--- src/include/bpw_defs.vh ---
// Constants for the boot programmable watchdog
// Function
// - A non-zero write to the timeout port starts the watchdog.
// - Software rewrites the timeout count; each write restarts the interval.
// - Interval elapsing without service asserts reset to the CPU.
// - Writing zero to the timeout port stops the watchdog entirely.
// - Unit-select bit 7 low means the count is in minutes.
// - Unit-select bit 7 high means the count is in seconds.
// - Run-time timeouts span one second up to 255 minutes.
// - Boot setting arms at power-on: disabled, 3, 30 or 300 seconds.
`ifndef BPW_DEFS_VH
`define BPW_DEFS_VH
`define BPW_ADDR_UNIT      16'h0565
`define BPW_ADDR_COUNT     16'h0566
`define BPW_UNIT_BIT       7
`define BPW_UNIT_SECS      8'h80
`define BPW_SECS_PER_MIN   6'h3c
`define BPW_BOOT_OFF       2'h0
`define BPW_BOOT_3S        2'h1
`define BPW_BOOT_30S       2'h2
`define BPW_BOOT_300S      2'h3
`define BPW_VAL_3S         16'h0003
`define BPW_VAL_30S        16'h001e
`define BPW_VAL_300S       16'h012c
`define BPW_CLK_HZ         100000000
`define BPW_RST_PULSE_NS   1000
`define BPW_RST_PULSE_CYC  ((`BPW_RST_PULSE_NS * (`BPW_CLK_HZ / 1000000)) / 1000)
`define BPW_RST_PULSE_LAST 16'h0063
`define BPW_ST_IDLE        3'h1
`define BPW_ST_RUN         3'h2
`define BPW_ST_FIRE        3'h4
`endif

--- src/bpw_watchdog.v ---
// Watchdog timer with I/O port registers and a boot-time arming option
`timescale 1ns/1ns
`include "bpw_defs.vh"
module bpw_watchdog #(
  parameter integer TICK_DIV = `BPW_CLK_HZ
)(
  input  wire        CLK,
  input  wire        RST,
  input  wire        CE,
  input  wire [15:0] IO_ADDR,
  input  wire [7:0]  IO_WDATA,
  input  wire        IO_WR,
  input  wire        IO_RD,
  input  wire [1:0]  BOOT_SEL,
  output reg  [7:0]  IO_RDATA,
  output reg         CPU_RESET,
  output reg         WDT_RUNNING
);
  reg  [7:0]  unit_reg;
  reg  [7:0]  count_reg;
  reg  [15:0] limit_reg;
  reg  [15:0] elapsed_reg;
  reg  [5:0]  sec_in_min_reg;
  reg  [31:0] tick_div_reg;
  reg  [15:0] pulse_reg;
  reg  [2:0]  state_reg;
  reg  [2:0]  state_next;
  reg         boot_done_reg;
  wire        sec_tick;
  wire        unit_tick;
  wire        wr_unit;
  wire        wr_count;
  wire        in_secs;
  wire        boot_arm;
  wire        svc_wr;
  wire        min_wrap;
  wire        run_next;

  // Port address match used by both read and write decoding
  function hit;
    input [15:0] addr;
    input [15:0] port;
    begin
      hit = (addr == port);
    end
  endfunction

  // Boot setting to initial limit in seconds
  function [15:0] boot_limit;
    input [1:0] sel;
    begin
      case (sel)
        `BPW_BOOT_3S:
        begin
          boot_limit = `BPW_VAL_3S;
        end
        `BPW_BOOT_30S:
        begin
          boot_limit = `BPW_VAL_30S;
        end
        `BPW_BOOT_300S:
        begin
          boot_limit = `BPW_VAL_300S;
        end
        default:
        begin
          boot_limit = 16'h0000;
        end
      endcase
    end
  endfunction

  assign wr_unit   = IO_WR && hit(IO_ADDR, `BPW_ADDR_UNIT);
  assign wr_count  = IO_WR && hit(IO_ADDR, `BPW_ADDR_COUNT);
  // Count-port writes in the boot-sample cycle are ignored
  assign svc_wr    = boot_done_reg && wr_count;
  assign boot_arm  = !boot_done_reg && (BOOT_SEL != `BPW_BOOT_OFF);
  assign in_secs   = unit_reg[`BPW_UNIT_BIT];
  assign sec_tick  = (tick_div_reg == (TICK_DIV - 1));
  assign min_wrap  = (sec_in_min_reg == (`BPW_SECS_PER_MIN - 6'h01));
  // A minute tick comes on the sixtieth second
  assign unit_tick = sec_tick && (in_secs || min_wrap);
  assign run_next  = boot_arm || (state_next == `BPW_ST_RUN);

  always @*
  begin
    state_next = state_reg;
    case (state_reg)
      `BPW_ST_IDLE:
      begin
        if (svc_wr && (IO_WDATA != 8'h00))
        begin
          state_next = `BPW_ST_RUN;
        end
      end
      `BPW_ST_RUN:
      begin
        if (svc_wr && (IO_WDATA == 8'h00))
        begin
          state_next = `BPW_ST_IDLE;
        end
        else if (!svc_wr && unit_tick && (elapsed_reg + 16'h0001 >= limit_reg))
        begin
          state_next = `BPW_ST_FIRE;
        end
      end
      `BPW_ST_FIRE:
      begin
        if (pulse_reg == 16'h0000)
        begin
          state_next = `BPW_ST_IDLE;
        end
      end
      default:
      begin
        state_next = `BPW_ST_IDLE;
      end
    endcase
  end

  // Second timebase, restarted by boot arming and by every service write
  always @(posedge CLK or posedge RST)
  begin
    if (RST)
    begin
      tick_div_reg   <= 32'h00000000;
      sec_in_min_reg <= 6'h00;
    end
    else if (CE)
    begin
      if (boot_arm || svc_wr)
      begin
        tick_div_reg   <= 32'h00000000;
        sec_in_min_reg <= 6'h00;
      end
      else if (sec_tick)
      begin
        tick_div_reg   <= 32'h00000000;
        sec_in_min_reg <= min_wrap ? 6'h00 : sec_in_min_reg + 6'h01;
      end
      else
      begin
        tick_div_reg <= tick_div_reg + 32'h00000001;
      end
    end
  end

  // Unit, count, limit and elapsed registers
  always @(posedge CLK or posedge RST)
  begin
    if (RST)
    begin
      unit_reg      <= 8'h00;
      count_reg     <= 8'h00;
      limit_reg     <= 16'h0000;
      elapsed_reg   <= 16'h0000;
      boot_done_reg <= 1'b0;
    end
    else if (CE)
    begin
      if (boot_arm)
      begin
        unit_reg <= `BPW_UNIT_SECS;
      end
      else if (wr_unit)
      begin
        unit_reg <= IO_WDATA;
      end
      // Boot arming is taken once, the first enabled cycle after reset
      if (!boot_done_reg)
      begin
        boot_done_reg <= 1'b1;
        elapsed_reg   <= 16'h0000;
        limit_reg     <= boot_limit(BOOT_SEL);
      end
      else if (wr_count)
      begin
        // Service write reloads and restarts the interval
        count_reg   <= IO_WDATA;
        limit_reg   <= {8'h00, IO_WDATA};
        elapsed_reg <= 16'h0000;
      end
      else if (state_reg == `BPW_ST_RUN && unit_tick)
      begin
        elapsed_reg <= elapsed_reg + 16'h0001;
      end
    end
  end

  // State register and reset pulse length
  always @(posedge CLK or posedge RST)
  begin
    if (RST)
    begin
      state_reg <= `BPW_ST_IDLE;
      pulse_reg <= 16'h0000;
    end
    else if (CE)
    begin
      if (boot_arm)
      begin
        state_reg <= `BPW_ST_RUN;
      end
      else
      begin
        state_reg <= state_next;
      end
      if (state_next == `BPW_ST_FIRE && state_reg != `BPW_ST_FIRE)
      begin
        pulse_reg <= `BPW_RST_PULSE_LAST;
      end
      else if (pulse_reg != 16'h0000)
      begin
        pulse_reg <= pulse_reg - 16'h0001;
      end
    end
  end

  // Registered outputs
  always @(posedge CLK or posedge RST)
  begin
    if (RST)
    begin
      IO_RDATA    <= 8'h00;
      CPU_RESET   <= 1'b0;
      WDT_RUNNING <= 1'b0;
    end
    else if (CE)
    begin
      CPU_RESET   <= (state_next == `BPW_ST_FIRE);
      WDT_RUNNING <= run_next;
      if (IO_RD && hit(IO_ADDR, `BPW_ADDR_UNIT))
      begin
        IO_RDATA <= unit_reg;
      end
      else if (IO_RD && hit(IO_ADDR, `BPW_ADDR_COUNT))
      begin
        IO_RDATA <= count_reg;
      end
      else
      begin
        IO_RDATA <= 8'h00;
      end
    end
  end
endmodule // bpw_watchdog

--- config.mk ---
export PLATFORM = sky130hd
export DESIGN_NAME = bpw_watchdog
export DESIGN_NICKNAME = d
export VERILOG_FILES = /design/src/bpw_watchdog.v
export VERILOG_INCLUDE_DIRS = /design/src /design/src/include
export SDC_FILE = /design/constraint.sdc
export NUM_CORES = 1
export LEC_CHECK = 0
export ABC_AREA = 1
export BUFFER_PORTS_ARGS = -buffer_cell sky130_fd_sc_hd__buf_2
export CAP_MARGIN = 20
export CORE_ASPECT_RATIO = 1.5
export CORE_UTILIZATION = 55
export DETAILED_ROUTE_END_ITERATION = 10
export HOLD_SLACK_MARGIN = 0.06
export MAX_ROUTING_LAYER = met4
export PLACE_DENSITY = 0.71
export SLEW_MARGIN = 5
export SYNTH_ARGS = -nofsm -noshare
export SYNTH_HDL_FRONTEND = slang
export SYNTH_SLANG_ARGS = --single-unit
--- constraint.sdc ---
create_clock -name CLK -period 7.7 [get_ports CLK]
set_input_delay 1.54 -clock CLK [delete_from_list [all_inputs] [get_ports CLK]]
set_output_delay 1.54 -clock CLK [all_outputs]
set_load 0.005 [all_outputs]
==> reports/qor.csv <==
metric;value;unit
worstPathArrival;4.15;ns
maxSlewHeadroom;0.389;
grt_use_met3;0.0285;
cts_resized;0;
synth_seq_cells;109;
pin_count;41;
drc;0;
cts_tree;done;
min_path_cells;2;
power_frac_seq;0.481;
synth-compound-area-share;0.0755;
cts-hold-fix-buffers;0;
post-route-period-util;0.510;
post-cts-setup-buffers;0;
ys_seq_area_frac;0.432;
yosys_warnings;0;
die_width;89.5;microns
worst_hold_slack;0.491;ns
globalRouteOverflowTotal;0;
outcome;complete, no violations;
post_drt_wl_per_cell;14.3;microns
worst-setup-path-type;input port to register;
synth-simple-area-share;0.327;
grt_use_met1;0.323;
drt-initial-drc-count;321;
synth_fa_ha_area_frac;0.0357;
dpl.hpwl;10.7;mm
area_growth;9.93;%
share_comb_of_total_power;0.190;
max_freq;0.255;GHz
min_to;count_reg[7];
p_leak;3.41;nW
antenna_found_initial;0;
reg2reg_to;sec_in_min_reg[4];
clock_power_share;0.329;
p_sw;0.473;mW
grtUsageTotal;0.276;
final_antenna_net_count;0;
nets;935;
grt_start_max_net_pins;65;
synthMuxAreaShare;0;
synthesis.nets;900;
row_count;47;
htreeDepth;3;
clk_pin_slew;0.09;ns
hold_violations;0;
slowest_delay;0.66;ns
root_buffer;clkbuf_16;
yosys.area_share.xor_xnor;0.0513;
dr.pass1.iters;5;
use_met2;0.470;
regToRegSetupSlack;4.78;ns
synth_top_family_by_area;simple AND/OR/NAND/NOR gates;
worstMarginPinSlew;0.915;ns
internal_power;0.984;mW
clock_skew;0.0113;ns
crit_slowest_cell;nor2_1;
powerDensity;210;nW/um^2
fill_cells;993;
fin_ws;3.78;ns
syn_inst;851;
end_kind;register;
fp.coreArea;11100;sq um
instances_no_fill;1038;
drv_cap;0;
cts_sinks;109;
r2r_start;boot_done_reg;
ys_types;39;
syn_avg_cell_area;7.42;sq um
hold_class;register to register;
max-vdd-ir-drop;0.000133;V
largest_register_ffs;32;
crit_fanout;44;
ff2ff_path_depth;11;
clock_latency;0.36;ns
drive_above_1_share;0.0853;
place.gp.congestion;0.947;
setup_viol;0;
crit_chain;buf_2 > buf_4 > inv_1 > buf_4 > nor2_1 > inv_1 > nand2_1 > o21ai_0;
switching_share;0.325;
initial_utilization;0.568;
startpoint_type;input port;
dieArea;11900;sq um
portBuffers;40;
final_core_util;0.624;
numCtsBuffers;9;
fin_crit;3.92;ns
min_from;count_reg[7];
grt_pass1_wl;25.1;mm
clock_path_buffers;2;
vias;5744;
rsz0062_at_grt;no;
busiest_layer;met2;
dp_cells;1022;
synth_area;6310;sq um
die_h;133;microns
grt_pass1_vias;5756;
finalSetupTns;0;ns
crit_required;7.93;ns
totalWireLength;14.9;mm
slew_viol_final;0;
n_antenna_cell;0;
place_ws;3.43;ns
viasPerCell;5.53;
synth_stat cells, drive strengths merged:
| master | count | area, sq um |
|---|---|---|
| clkbuf | 10 | 38.8 |
| o22ai | 2 | 12.5 |
| nor3 | 31 | 155 |
| nand3b | 7 | 65.1 |
| o21ai | 53 | 265 |
| a21oi | 27 | 135 |
| xnor2 | 6 | 52.6 |
| or2 | 1 | 6.26 |
| nand3 | 45 | 238 |
| a31oi | 3 | 18.8 |
| a21boi | 1 | 7.51 |
| xor2 | 31 | 272 |
| and3b | 1 | 8.76 |
| ha | 18 | 225 |
| a211oi | 1 | 7.51 |
| or3 | 1 | 6.26 |
| nor4 | 9 | 56.3 |
| inv | 107 | 402 |
| a21o | 1 | 7.51 |
| buf | 9 | 52.6 |
| nand2 | 221 | 852 |
| o31ai | 2 | 15.0 |
| clkinv | 1 | 3.75 |
| o211ai | 1 | 7.51 |
| dfstp | 1 | 26.3 |
| nor2 | 119 | 462 |
| nand4 | 34 | 213 |
| dfrtp | 108 | 2700 |
cells by family after synthesis:
kind of cell	Yosys count
AND/OR/NAND/NOR	469
buffers and inverters	127
flip-flops	109
AO/OA/AOI/OAI	91
XOR/XNOR	37
adder cells (fa/ha/maj)	18
worst max-delay path, delay by kind of cell:
family	cells	cell delay, ns
buf+inv	5	1.39
simple gates	2	1.05
compound gates	1	0.14
power by group through the flow:
stage / registers, mW / logic [mW] / clock network, mW
floorplan: 0.696 / 0.220 / 0
global placement: 0.708 / 0.267 / 0
detailed placement: 0.710 / 0.278 / 0
CTS: 0.700 / 0.279 / 0.487
global route: 0.712 / 0.323 / 0.508
finish: 0.701 / 0.277 / 0.480
metal layers:
layer / wire [microns] / vias up / part of all wire
li1: - / 2817 / -
met1: 6310 / 2780 / 0.42
met2: 7700 / 118 / 0.52
met3: 469 / 29 / 0.032
met4: 389 / 0 / 0.026
met5: 0 / - / 0
area by class of cell:
cell class                      instances  area [sq um]  share of cell area
Sequential cell                       109          2730               0.393
Timing Repair Buffer                   43           223              0.0321
Multi-Input combinational cell        615          3090               0.445
Clock inverter                          7          83.8              0.0121
Tap cell                              147           184              0.0265
Inverter                              108           408              0.0588
Clock buffer                            9           225              0.0324
cell usage in the layout (no fill, tap or decap), drive strengths merged, types with 3 or more instances in the layout:
master	n
a21oi	27
a31oi	3
buf	43
clkbuf	9
clkinv	3
dfrtp	108
ha	18
inv	112
nand2	221
nand3	45
nand3b	7
nand4	34
nor2	119
nor3	31
nor4	9
o21ai	53
xnor2	6
xor2	31
worst max path at each step:
stage / end / slack (ns) / from / cells past startpoint
after floorplan: CPU_RESET / 3.29 / RST / 1
after global placement: elapsed_reg[11] / 3.50 / CE / 8
after detailed placement: sec_in_min_reg[4] / 3.43 / IO_ADDR[4] / 15
after CTS: sec_in_min_reg[4] / 3.79 / IO_ADDR[9] / 15
after global routing: sec_in_min_reg[4] / 3.33 / IO_ADDR[4] / 15
final: elapsed_reg[3] / 3.78 / CE / 8
metrics by stage:
stage | cell area (sq um) | power, mW
floorplan | 6310 | 0.916
global placement | 6630 | 0.975
detailed placement | 6630 | 0.987
CTS | 6940 | 1.47
global route | 6940 | 1.54
finish | 6940 | 1.46
Power figures use the tool's default switching activity.
